--- src/include/glc_defs.vh ---
// constants for the gated load counter unit: offsets, fields, resets, timing
`ifndef GLC_DEFS_VH
`define GLC_DEFS_VH
// register map; channel block base = 0x100 + 0x20 * channel
`define GLC_CMD_OFS 12'h000
`define GLC_STAT_OFS 12'h004
`define GLC_PRE2_OFS 12'h008
`define GLC_CH_BASE 12'h100
`define GLC_CH_STRIDE 12'h020
`define GLC_CH_CFG 5'h00
`define GLC_CH_LOAD 5'h04
`define GLC_CH_COUNT 5'h08
`define GLC_CH_EVT 5'h0c
// command register fields (one-cycle write-only pulses)
`define GLC_CMD_START 0
`define GLC_CMD_STOP 8
`define GLC_CMD_LOAD 16
// channel configuration fields
`define GLC_CFG_DOWN 0
`define GLC_CFG_CYCLIC 1
`define GLC_CFG_GATE_EN 2
`define GLC_CFG_GATE_LVL 3
`define GLC_CFG_GATE_POL 4
`define GLC_CFG_CNT_LVL 5
`define GLC_CFG_SRC_LSB 8
`define GLC_CFG_SRC_MSB 10
`define GLC_CFG_COMB 11
`define GLC_CFG_HWLOAD 12
`define GLC_CFG_HWSTART 13
`define GLC_CFG_RST 32'h0000_0000
`define GLC_PRE2_RST 32'h0000_0000
// count source select codes
`define GLC_SRC_EXT 3'h0
`define GLC_SRC_P1A 3'h1
`define GLC_SRC_P1B 3'h2
`define GLC_SRC_P1C 3'h3
`define GLC_SRC_P2 3'h4
`define GLC_SRC_CASC 3'h5
// timing: reference 1 MHz derived from pclk 25 MHz
`define GLC_PCLK_MHZ 25
`define GLC_REF_MHZ 1
`define GLC_REF_DIV (`GLC_PCLK_MHZ / `GLC_REF_MHZ)
`endif

--- src/core/glc_counter_unit.v ---
// gated load counter unit: seven channels behind an apb register slave
// Function
// up-counting adds one to the count per qualifying pulse.
// down-counting starts from load register, subtracts one per pulse.
// output toggles when a down-counting channel reaches zero.
// software start copies load register into counter and runs.
// one-time mode halts the channel on overflow or underflow.
// halted one-time channel ignores pulses until next software start.
// cyclic mode reloads from load register on range crossing.
// cyclic channel keeps reloading without further start commands.
// gated counting stops when the gate input is inactive.
// an external process signal can start and gate a channel alone.
// channels one to five switch by gate input or software commands.
// loading of the start value may be triggered by an external input.
// each channel has an event output for overflow or end of count.
// events reach both a readable flag and the hardware output.
// channels six and seven are 32 bits wide.
// channels one to five each have their own gate input.
// count and gate inputs qualify by edge or level, per input.
// internal or external count sources, combinable with gating.
// channels one to five cascade, previous output counts next.
// first prescaler divides a 1 MHz reference into count sources.
// second prescaler takes prescaler one or external inputs.
// all exchange with the controller passes through shared memory.
// channels six and seven decode quadrature pulse trains.
// channels one to five are 16-bit general-purpose counters.
// software stop holds the current count readable.
//
// Added by the designer: the APB register port and the register addresses.
`timescale 1ns/1ns
`default_nettype none
`include "glc_defs.vh"
module glc_counter_unit #(
  parameter NCH = 7,
  parameter SW = 16,
  parameter QW = 32,
  parameter NSMALL = 5
) (
  input wire pclk,
  input wire presetn,
  input wire psel,
  input wire penable,
  input wire pwrite,
  input wire [11:0] paddr,
  input wire [31:0] pwdata,
  output reg [31:0] prdata,
  output wire pready,
  output wire pslverr,
  input wire [NCH-1:0] cnt_in,
  input wire [NCH-1:0] gate_in,
  input wire [NCH-1:0] load_in,
  input wire [1:0] quad_b_in,
  output wire [NCH-1:0] cnt_out,
  output wire [NCH-1:0] evt_out
);
  // register access completes in the access phase, no wait states
  assign pready = 1'b1;
  wire wr_acc = psel & penable & pwrite;
  wire rd_setup = psel & ~penable & ~pwrite;
  wire glob_hit = (paddr == `GLC_CMD_OFS) || (paddr == `GLC_STAT_OFS) ||
                  (paddr == `GLC_PRE2_OFS);
  wire [11:0] ch_rel = paddr - `GLC_CH_BASE;
  wire [2:0] ch_idx = ch_rel[7:5];
  wire ch_hit = (paddr >= `GLC_CH_BASE) && (ch_idx < NCH) &&
                (ch_rel[11:8] == 4'h0) && (ch_rel[1:0] == 2'b00) &&
                (ch_rel[4:0] <= `GLC_CH_EVT);
  assign pslverr = psel & penable & ~(glob_hit | ch_hit);
  wire cmd_wr = wr_acc && (paddr == `GLC_CMD_OFS);
  // prescaler 1: 1 MHz reference then two divide-by-1000 steps, each a one-cycle tick R20
  reg [4:0] ref_q;
  reg [9:0] dec_q;
  reg [9:0] dec2_q;
  wire ref_tick = (ref_q == `GLC_REF_DIV - 1);
  wire p1a = ref_tick;
  wire p1b = ref_tick && (dec_q == 10'd999);
  wire p1c = p1b && (dec2_q == 10'd999);
  always @(posedge pclk or negedge presetn) begin
    if (!presetn) begin
      ref_q <= 5'h0;
      dec_q <= 10'h0;
      dec2_q <= 10'h0;
    end else begin
      ref_q <= ref_tick ? 5'h0 : ref_q + 5'd1;
      if (ref_tick) begin
        dec_q <= (dec_q == 10'd999) ? 10'h0 : dec_q + 10'd1;
      end
      if (p1b) begin
        dec2_q <= (dec2_q == 10'd999) ? 10'h0 : dec2_q + 10'd1;
      end
    end
  end
  // input synchronisers: three flops, change counts when 2nd and 3rd agree
  reg [NCH-1:0] cs1_q, cs2_q, cs3_q, gs1_q, gs2_q, gs3_q, ls1_q, ls2_q, ls3_q;
  reg [NCH-1:0] cnt_f_q, gate_f_q, load_f_q;
  reg [1:0] qb1_q, qb2_q, qb3_q, qb_f_q;
  always @(posedge pclk or negedge presetn) begin
    if (!presetn) begin
      cs1_q <= 0; cs2_q <= 0; cs3_q <= 0; cnt_f_q <= 0;
      gs1_q <= 0; gs2_q <= 0; gs3_q <= 0; gate_f_q <= 0;
      ls1_q <= 0; ls2_q <= 0; ls3_q <= 0; load_f_q <= 0;
      qb1_q <= 0; qb2_q <= 0; qb3_q <= 0; qb_f_q <= 0;
    end else begin
      cs1_q <= cnt_in; cs2_q <= cs1_q; cs3_q <= cs2_q;
      gs1_q <= gate_in; gs2_q <= gs1_q; gs3_q <= gs2_q;
      ls1_q <= load_in; ls2_q <= ls1_q; ls3_q <= ls2_q;
      qb1_q <= quad_b_in; qb2_q <= qb1_q; qb3_q <= qb2_q;
      cnt_f_q <= (cs2_q & ~(cs2_q ^ cs3_q)) | (cnt_f_q & (cs2_q ^ cs3_q));
      gate_f_q <= (gs2_q & ~(gs2_q ^ gs3_q)) | (gate_f_q & (gs2_q ^ gs3_q));
      load_f_q <= (ls2_q & ~(ls2_q ^ ls3_q)) | (load_f_q & (ls2_q ^ ls3_q));
      qb_f_q <= (qb2_q & ~(qb2_q ^ qb3_q)) | (qb_f_q & (qb2_q ^ qb3_q));
    end
  end
  reg [NCH-1:0] cnt_p_q, gate_p_q, load_p_q;
  reg [1:0] qb_p_q;
  always @(posedge pclk or negedge presetn) begin
    if (!presetn) begin
      cnt_p_q <= 0; gate_p_q <= 0; load_p_q <= 0; qb_p_q <= 0;
    end else begin
      cnt_p_q <= cnt_f_q; gate_p_q <= gate_f_q; load_p_q <= load_f_q;
      qb_p_q <= qb_f_q;
    end
  end
  // prescaler 2: divide selected source by programmable ratio R21
  reg [31:0] pre2_cfg_q;
  reg [15:0] pre2_cnt_q;
  reg p2_tick_q;
  reg p2_src;
  always @* begin
    case (pre2_cfg_q[19:16])
      4'h0: p2_src = p1a;
      4'h1: p2_src = p1b;
      4'h2: p2_src = p1c;
      4'h3: p2_src = cnt_f_q[0] & ~cnt_p_q[0];
      default: p2_src = gate_f_q[0] & ~gate_p_q[0];
    endcase
  end
  always @(posedge pclk or negedge presetn) begin
    if (!presetn) begin
      pre2_cnt_q <= 16'h0000;
      p2_tick_q <= 1'b0;
    end else begin
      p2_tick_q <= 1'b0;
      if (p2_src) begin
        if (pre2_cnt_q >= pre2_cfg_q[15:0]) begin
          pre2_cnt_q <= 16'h0000;
          p2_tick_q <= 1'b1;
        end else begin
          pre2_cnt_q <= pre2_cnt_q + 16'd1;
        end
      end
    end
  end
  always @(posedge pclk or negedge presetn) begin
    if (!presetn) begin
      pre2_cfg_q <= `GLC_PRE2_RST;
    end else if (wr_acc && paddr == `GLC_PRE2_OFS) begin
      pre2_cfg_q <= pwdata;
    end
  end
  // per-channel state
  reg [31:0] cfg_q [0:NCH-1];
  reg [31:0] load_q [0:NCH-1];
  reg [31:0] cnt_q [0:NCH-1];
  reg [NCH-1:0] run_q, halt_q, tog_q, evt_q, ovf_q, zero_q;
  wire [NCH-1:0] wrap_w;
  genvar g;
  generate
    for (g = 0; g < NCH; g = g + 1) begin : ch
      localparam W = (g < NSMALL) ? SW : QW;
      localparam [31:0] MAXV = (W == 32) ? 32'hffff_ffff :
                               ((32'h1 << W) - 32'h1);
      wire [31:0] cfg = cfg_q[g];
      wire ch_wr = wr_acc && ch_hit && (ch_idx == g);
      wire c_edge = cnt_f_q[g] & ~cnt_p_q[g];
      wire c_q = cfg[`GLC_CFG_CNT_LVL] ? cnt_f_q[g] : c_edge;
      wire g_raw = gate_f_q[g] ^ cfg[`GLC_CFG_GATE_POL];
      wire g_edge = g_raw & ~(gate_p_q[g] ^ cfg[`GLC_CFG_GATE_POL]);
      wire gate_ok = ~cfg[`GLC_CFG_GATE_EN] | g_raw;
      // level start fires only while idle, else it would reload every cycle
      wire hw_start = cfg[`GLC_CFG_HWSTART] &
                      (cfg[`GLC_CFG_GATE_LVL] ? (g_raw & ~run_q[g]) :
                       g_edge);
      wire hw_load = cfg[`GLC_CFG_HWLOAD] &
                     load_f_q[g] & ~load_p_q[g];
      wire sw_start = cmd_wr & pwdata[`GLC_CMD_START + g];
      wire sw_stop = cmd_wr & pwdata[`GLC_CMD_STOP + g];
      wire sw_load = cmd_wr & pwdata[`GLC_CMD_LOAD + g];
      reg pulse;
      reg dn;
      always @* begin
        dn = cfg[`GLC_CFG_DOWN];
        pulse = 1'b0;
        if (g >= NSMALL) begin
          // quadrature: a edge on cnt, direction from b R23
          pulse = cnt_f_q[g] ^ cnt_p_q[g];
          dn = cnt_f_q[g] ^ qb_f_q[(g >= NSMALL) ? g - NSMALL : 0];
        end else begin
          case (cfg[`GLC_CFG_SRC_MSB:`GLC_CFG_SRC_LSB])
            `GLC_SRC_EXT: pulse = c_q;
            `GLC_SRC_P1A: pulse = p1a;
            `GLC_SRC_P1B: pulse = p1b;
            `GLC_SRC_P1C: pulse = p1c;
            `GLC_SRC_P2: pulse = p2_tick_q;
            `GLC_SRC_CASC: pulse = (g > 0) ? wrap_w[(g+NCH-1)%NCH] : 1'b0;
            default: pulse = 1'b0;
          endcase
          // combine internal timebase with external input as a qualifier
          if (cfg[`GLC_CFG_COMB]) begin
            pulse = pulse & cnt_f_q[g];
          end
        end
      end
      wire step = run_q[g] & gate_ok & pulse;
      wire at_lim = dn ? (cnt_q[g] == 32'h0) : (cnt_q[g] == MAXV);
      assign wrap_w[g] = step & at_lim;
      assign cnt_out[g] = tog_q[g];
      assign evt_out[g] = evt_q[g];
      always @(posedge pclk or negedge presetn) begin
        if (!presetn) begin
          cfg_q[g] <= `GLC_CFG_RST;
          load_q[g] <= 32'h0000_0000;
          cnt_q[g] <= 32'h0000_0000;
          run_q[g] <= 1'b0;
          halt_q[g] <= 1'b0;
          tog_q[g] <= 1'b0;
          evt_q[g] <= 1'b0;
          ovf_q[g] <= 1'b0;
          zero_q[g] <= 1'b0;
        end else begin
          evt_q[g] <= wrap_w[g];
          if (ch_wr && ch_rel[4:0] == `GLC_CH_CFG) begin
            cfg_q[g] <= pwdata;
          end
          if (ch_wr && ch_rel[4:0] == `GLC_CH_LOAD) begin
            load_q[g] <= pwdata & MAXV;
          end
          // sticky event flags, set wins over the write-one clear R14
          if (ch_wr && ch_rel[4:0] == `GLC_CH_EVT) begin
            ovf_q[g] <= ovf_q[g] & ~pwdata[0];
            zero_q[g] <= zero_q[g] & ~pwdata[1];
          end
          if (wrap_w[g]) begin
            ovf_q[g] <= 1'b1;
          end
          if (step && dn && cnt_q[g] == 32'h1) begin
            zero_q[g] <= 1'b1;
            tog_q[g] <= ~tog_q[g];
          end
          if (sw_start | hw_start) begin
            cnt_q[g] <= load_q[g];
            run_q[g] <= 1'b1;
            halt_q[g] <= 1'b0;
          end else if (sw_stop) begin
            run_q[g] <= 1'b0;
          end else if (sw_load | hw_load) begin
            cnt_q[g] <= load_q[g];
          end else if (wrap_w[g]) begin
            if (cfg[`GLC_CFG_CYCLIC]) begin
              cnt_q[g] <= load_q[g];
            end else begin
              run_q[g] <= 1'b0;
              halt_q[g] <= 1'b1;
            end
          end else if (step) begin
            cnt_q[g] <= dn ? cnt_q[g] - 32'h1 : cnt_q[g] + 32'h1;
          end
        end
      end
    end
  endgenerate
  // read data latched in setup; the register map is the shared memory R22
  always @(posedge pclk or negedge presetn) begin
    if (!presetn) begin
      prdata <= 32'h0000_0000;
    end else if (rd_setup) begin
      prdata <= 32'h0000_0000;
      if (paddr == `GLC_STAT_OFS) begin
        prdata <= {{(16-NCH){1'b0}}, halt_q, {(16-NCH){1'b0}}, run_q};
      end else if (paddr == `GLC_PRE2_OFS) begin
        prdata <= pre2_cfg_q;
      end else if (ch_hit) begin
        case (ch_rel[4:0])
          `GLC_CH_CFG: prdata <= cfg_q[ch_idx];
          `GLC_CH_LOAD: prdata <= load_q[ch_idx];
          `GLC_CH_COUNT: prdata <= cnt_q[ch_idx];
          `GLC_CH_EVT: prdata <= {29'h0, tog_q[ch_idx], zero_q[ch_idx],
                                  ovf_q[ch_idx]};
          default: prdata <= 32'h0000_0000;
        endcase
      end
    end
  end
endmodule // glc_counter_unit
`default_nettype wire

--- config.mk ---
export PLATFORM = sky130hd
export DESIGN_NAME = glc_counter_unit
export DESIGN_NICKNAME = d
export VERILOG_FILES = /design/src/core/glc_counter_unit.v
export VERILOG_INCLUDE_DIRS = /design/src /design/src/include
export SDC_FILE = /design/constraint.sdc
export NUM_CORES = 2
export LEC_CHECK = 0
export BUFFER_PORTS_ARGS = -buffer_cell sky130_fd_sc_hd__buf_2
export CAP_MARGIN = 20
export CORE_ASPECT_RATIO = 1.2
export CORE_MARGIN = 10
export CORE_UTILIZATION = 35
export CTS_CLUSTER_SIZE = 28
export DETAILED_ROUTE_END_ITERATION = 16
export GPL_ROUTABILITY_DRIVEN = 0
export PLACE_DENSITY = 0.54
export SLEW_MARGIN = 5
export SYNTH_ARGS = -nofsm -noshare
export SYNTH_HDL_FRONTEND = slang
export SYNTH_SLANG_ARGS = --single-unit
--- constraint.sdc ---
create_clock -name pclk -period 4.8 [get_ports pclk]
set_input_delay 0.24 -clock pclk [delete_from_list [all_inputs] [get_ports pclk]]
set_output_delay 0.24 -clock pclk [all_outputs]
set_load 0.005 [all_outputs]
Word level (Yosys, flattened, before mapping):

Cells that the tools add are included.
Widths: inputs -> output; s select.

* add/subtract/negate cells: 19
* $lt $le $gt $ge: 6
* eq/ne operators: 97
* multiplexer cells: 202
* bitwise gates (word level): 214
* reduce and logical (&&, ||, !) cells: 127

Operator list (number)
* $mux 32: 58
* $bmux 32 s3: 3
* $add 32x1->32 const B: 7
* $eq 32x1->1 const B: 7
* $logic_not 32->1: 7
* $sub 32x1->32 const B: 7
* $eq 32x16->1 const B: 5
* $pmux 32 s4: 1
* $mux 1: 127
* $and 1x1->1: 107
* $eq 32x32->1 const B: 2
* $logic_and 1x1->1: 51
* $not 1->1: 46
* $and 7x7->7: 6
* $reduce_and 3->1: 14
* $reduce_bool 2->1: 21
* $eq 3x2->1 const B: 12
* $eq 3x3->1 const B: 12
* $ne 2x1->1 const B: 14
* $ne 4x2->1 const B: 7
* $reduce_and 4->1: 7
* $reduce_bool 4->1: 7
* $pmux 1 s6: 4
* $or 1x1->1: 22
* other kinds (44): 111

* register bits: 853
* bits of input ports: 72
* output and inout bits: 48
* word-level logic and storage cells: 754

Longest topological paths before layout:

* depth after elaboration: 32
* depth in mapped cells: 14
* mapped depth without buffers: 12

Least setup slack after synthesis:

Ideal clock, no wire load.

* path kind: register to register
* start point: reg cnt_q[194] (netlist bit)
* end point: reg cnt_q[74] (netlist bit)
* library setup time: 121 ps
* data arrival time: 3466 ps
* required time: 4679 ps
* setup slack: 1212 ps
* cell stages (with the launch flop): 13
* buffers on the path: 3
* period minus slack after synthesis: 3588 ps
* path through: dfrtp_1 buf_6 or4b_1 buf_2 or4b_4 o2bb2a_4 nor4_4 o2111ai_4 a211oi_4 a211oi_2 buf_6 mux2_4 o22a_1

* longest elaborated chain between the ends: 27
* elaborated cells on any way between the ends: 31
* classes of those cells: eq/ne (2); mux (13); bitwise (13); reduce/logical (3)

Ends and longest elaborated chain
* from (decl): RTL line glc_counter_unit.v:163 `reg [31:0] cnt_q [0:NCH-1];`
* from (signal, indexed assignment): RTL line glc_counter_unit.v:250 `cnt_q[g] <= load_q[g];`
* from (signal, indexed assignment): RTL line glc_counter_unit.v:256 `cnt_q[g] <= load_q[g];`
* from (signal, indexed assignment): RTL line glc_counter_unit.v:259 `cnt_q[g] <= load_q[g];`
* $eq 32x16->1 / $logic_not 32->1 (equally long branches): RTL line glc_counter_unit.v:214 `wire at_lim = dn ? (cnt_q[g] == 32'h0) : (cnt_q[g] == MAXV);`
* $mux 1 *: RTL line glc_counter_unit.v:214
* $and 1x1->1 *: RTL line glc_counter_unit.v:215 `assign wrap_w[g] = step & at_lim;`
* $pmux 1 s6 *: RTL line glc_counter_unit.v:198 `` case (cfg[`GLC_CFG_SRC_MSB:`GLC_CFG_SRC_LSB]) ``
* $and 1x1->1: RTL line glc_counter_unit.v:209 `pulse = pulse & cnt_f_q[g];`
* $mux 1 *: RTL line glc_counter_unit.v:208 `` if (cfg[`GLC_CFG_COMB]) begin ``
* $and 1x1->1 *: RTL line glc_counter_unit.v:213 `wire step = run_q[g] & gate_ok & pulse;`
* $and 1x1->1 *: RTL line glc_counter_unit.v:215
* (+11 left out)
* $and 1x1->1: RTL line glc_counter_unit.v:209
* $mux 1 *: RTL line glc_counter_unit.v:208
* $and 1x1->1 *: RTL line glc_counter_unit.v:213
* $and 1x1->1: RTL line glc_counter_unit.v:215
* $mux 32: RTL line glc_counter_unit.v:257 `end else if (wrap_w[g]) begin`
* $mux 32: RTL line glc_counter_unit.v:255 `end else if (sw_load | hw_load) begin`
* $mux 32: RTL line glc_counter_unit.v:253 `end else if (sw_stop) begin`
* $mux 32: RTL line glc_counter_unit.v:249 `if (sw_start | hw_start) begin`

Mark *: on every way between the ends. The rest lies on a longest branch, timed or not. The select of a mux whose other input is x is not followed.
A chain may end at the register's enable or synchronous reset.

Worst setup path in the final report:

* start point: reg cnt_q[196] (netlist bit)
* end point: reg cnt_q[64] (netlist bit)

Same word-level chain as after synthesis.

==> impl_metrics.json <==
{
  "viasPerCell": 6.014,
  "cts_buffer_depth": 3,
  "async_flop_share": 1.000,
  "fin_setup_tns_ps": 0,
  "wl_per_cell_um": 26.81,
  "holdCritPathClass": "primary input to flop",
  "synth_most_common_cell": "dfrtp_1",
  "fin_skew_ps": 38.94,
  "grt_pass1_wl_um": 263700,
  "crit_start": "cnt_q[196]",
  "avgSynthCellArea_um2": 9.944,
  "dieWidth_um": 354.5,
  "period_minus_slack_ps": 4386,
  "r2r_slack_ps": 410,
  "maxCapViolCount": 0,
  "r2r-end": "cnt_q[64]",
  "startpoint_type": "flop",
  "synth_top_area_share": 0.4542,
  "crit_type": "flop to flop",
  "yosys_warnings": 0,
  "synth-seq-cells": 853,
  "end_kind": "flop",
  "start_util": 0.3519,
  "seq_area_frac_synth": 0.4542,
  "synthFlopType": "dfrtp_1",
  "cts_tree": "yes",
  "crit_path_max_fanout": 12,
  "cp.arrival_ps": 4980,
  "power_density_nw_per_um2": 314.1,
  "final_nets": 4880,
  "synth_top_area_cell": "dfrtp_1",
  "regArea_um2": 21350,
  "rsz0062_at_grt": "false",
  "max_freq_mhz": 228.0,
  "dp.cells": 6419,
  "grt_pass1_vias": 38700,
  "dr_total_vias": 39890,
  "layoutNonFillerInstCount": 6632,
  "status": "completed",
  "setup_ws_ps": 413.9,
  "p_leak_nw": 23.43,
  "synth_area_um2": 46990,
  "worstReg2RegStart": "cnt_q[196]",
  "synth_edf_count": 0,
  "r2r_cells": 9,
  "finalCritPeriodShare": 0.9138,
  "routed_wl_um": 177800,
  "synthTopCellsByArea": "dfrtp_1, mux2_2, mux4_2",
  "whs_ps": 62.90,
  "cts_sinks": 853,
  "synthCells": 4726,
  "drc": 0,
  "fillers": 13090,
  "cts_hold_buf": 40,
  "grt_antenna_before_repair": 10,
  "drt_pass1_iterations": 6,
  "dpl.hpwl_um": 129200,
  "peakVddDrop_mv": 0.2498,
  "core_um2": 133500,
  "gr-total-overflow": 0,
  "drtIter0Drc": 4058,
  "synthDistinctLibCells": 92,
  "clkTransAtPathRegs_ps": 70,
  "clock_latency_ps": 720,
  "crit_end": "cnt_q[64]",
  "clock-root-buffer": "clkbuf_16",
  "cts_buffers": 92,
  "netlist_top_cells_count": "dfrtp_1, nand2_1, mux2_2",
  "hold_violations": 0,
  "grt_max_degree": 130,
  "ios": 120,
  "multi_input_area_um2": 24010,
  "die_height_um": 421.4,
  "rows": 147,
  "syn_nets": 4840,
  "grt_util_all_layers": 0.2316,
  "relSlewSlack": 0.2284,
  "setup_violations": 0,
  "required_ps": 5390,
  "cts_resized": 0,
  "maxSlewViolCount": 0,
  "htree_levels": 3,
  "io_buffers": 118,
  "ant_nets": 0,
  "area_delta_synth_final_pct": 13.81,
  "drive_gt1_frac": 0.2032,
  "tightest_slew_ps": 1154,
  "die_area_um2": 149400,
  "pre_cts_ws_ps": 443.1,
  "post-cts-setup-buffer-count": 0
}
==> worst min path at each step <==
stage,from,slack [ps],end,cells past startpoint
after detailed placement,presetn,300,async pin,1
after floorplan,presetn,-60,async pin,0
final,pwdata[12],60,pre2_cfg_q[12],3
after global placement,presetn,290,async pin,1
after global routing,pwdata[13],60,pre2_cfg_q[13],3
after CTS,pwdata[22],9,ch[0].cfg[22],2
==> critical path, cell delays in order (launching register included) <==
cell and delay [ps]:
dfrtp_1 440, or4b_1 660, or4b_4 620, o2bb2a_4 240, nor4_4 350, o2111ai_4 240
a211oi_4 560, a211o_1 490, nor2_1 300, a221o_1 350
==> where the power goes <==
part / switching, W / total, W / internal (W)
Sequential: 0.000299 / 0.00769 / 0.00739
Clock: 0.00323 / 0.00757 / 0.00434
Combinational: 0.00101 / 0.00154 / 0.000533
==> layout by cell type, fill, tap and decap left out, types with 18 or more instances in the layout <==
cell and count:
a21o_1 27, a21oi_1 281, a22o_1 20, a22oi_1 47, a31oi_1 74, and2_1 26, and3_1 40, and4_1 18
buf_2 114, buf_4 134, clkbuf_16 93, clkinv_2 25, dfrtp_1 853, dlygate4sd3_1 40, ha_1 42, inv_1 111
maj3_1 23, mux2_2 388, mux2i_1 115, mux4_2 83, nand2_1 391, nand2b_1 64, nand3_1 163, nand4_1 62
nor2_1 301, nor3_1 102, nor3b_1 29, nor4_1 61, o211ai_1 119, o21a_1 20, o21ai_0 338, o22a_1 37
o22ai_1 48, o31ai_1 56, or2_2 24, or3_1 53, or4_1 50, xnor2_1 28
==> layer usage <==
| layer | GRT usage | wire length, µm | vias up |
|---|---|---|---|
| met5 | 0 | 59 | - |
| met4 | 0.1242 | 10450 | 8 |
| met2 | 0.3739 | 83300 | 1740 |
| li1 | - | - | 17620 |
| met1 | 0.2976 | 71110 | 20110 |
| met3 | 0.03427 | 12870 | 412 |
==> cells by family (layout without fill, tap and decap cells) <==
logic type	after synthesis	count (layout)	share of synthesized area
compound gates	1222	1222	0.1653
xor+xnor	42	42	0.007828
mux	596	596	0.1604
buf+inv	470	587	0.03831
other cells	1	2	0.00007980
simple gates	1477	1477	0.1578
fa+ha+maj	65	65	0.01608
flops	853	853	0.4542
==> registers in the layout, summed over array words and instances (netlist names), 10 cells and up, named ones only <==
| register | count |
|---|---|
| ch.cfg | 224 |
| load_q | 144 |
| cnt_q | 224 |
| dec2_q | 10 |
| pre2_cnt_q | 16 |
| pre2_cfg_q | 32 |
| prdata | 32 |
| dec_q | 10 |
==> layout make-up <==
class                      count  area share
antenna                        1  0.00004679
clock buffer                 120     0.04803
clock inverter                51     0.01132
inverter                     111    0.007790
multi-input combinational   3403      0.4489
sequential                   853      0.3991
tap                         1788     0.04183
timing repair buffer         305     0.04293
==> per-stage QoR <==
step	total power, W	util	cell area [µm²]
CTS	0.01692	0.4004	53470
floorplan	0.008568	-	46990
global route	0.01740	0.4005	53480
global placement	0.009284	0.3736	49890
finish	0.01680	0.4005	53480
detailed placement	0.009308	0.3736	49890
No activity file was read; power rests on OpenSTA's default activity.
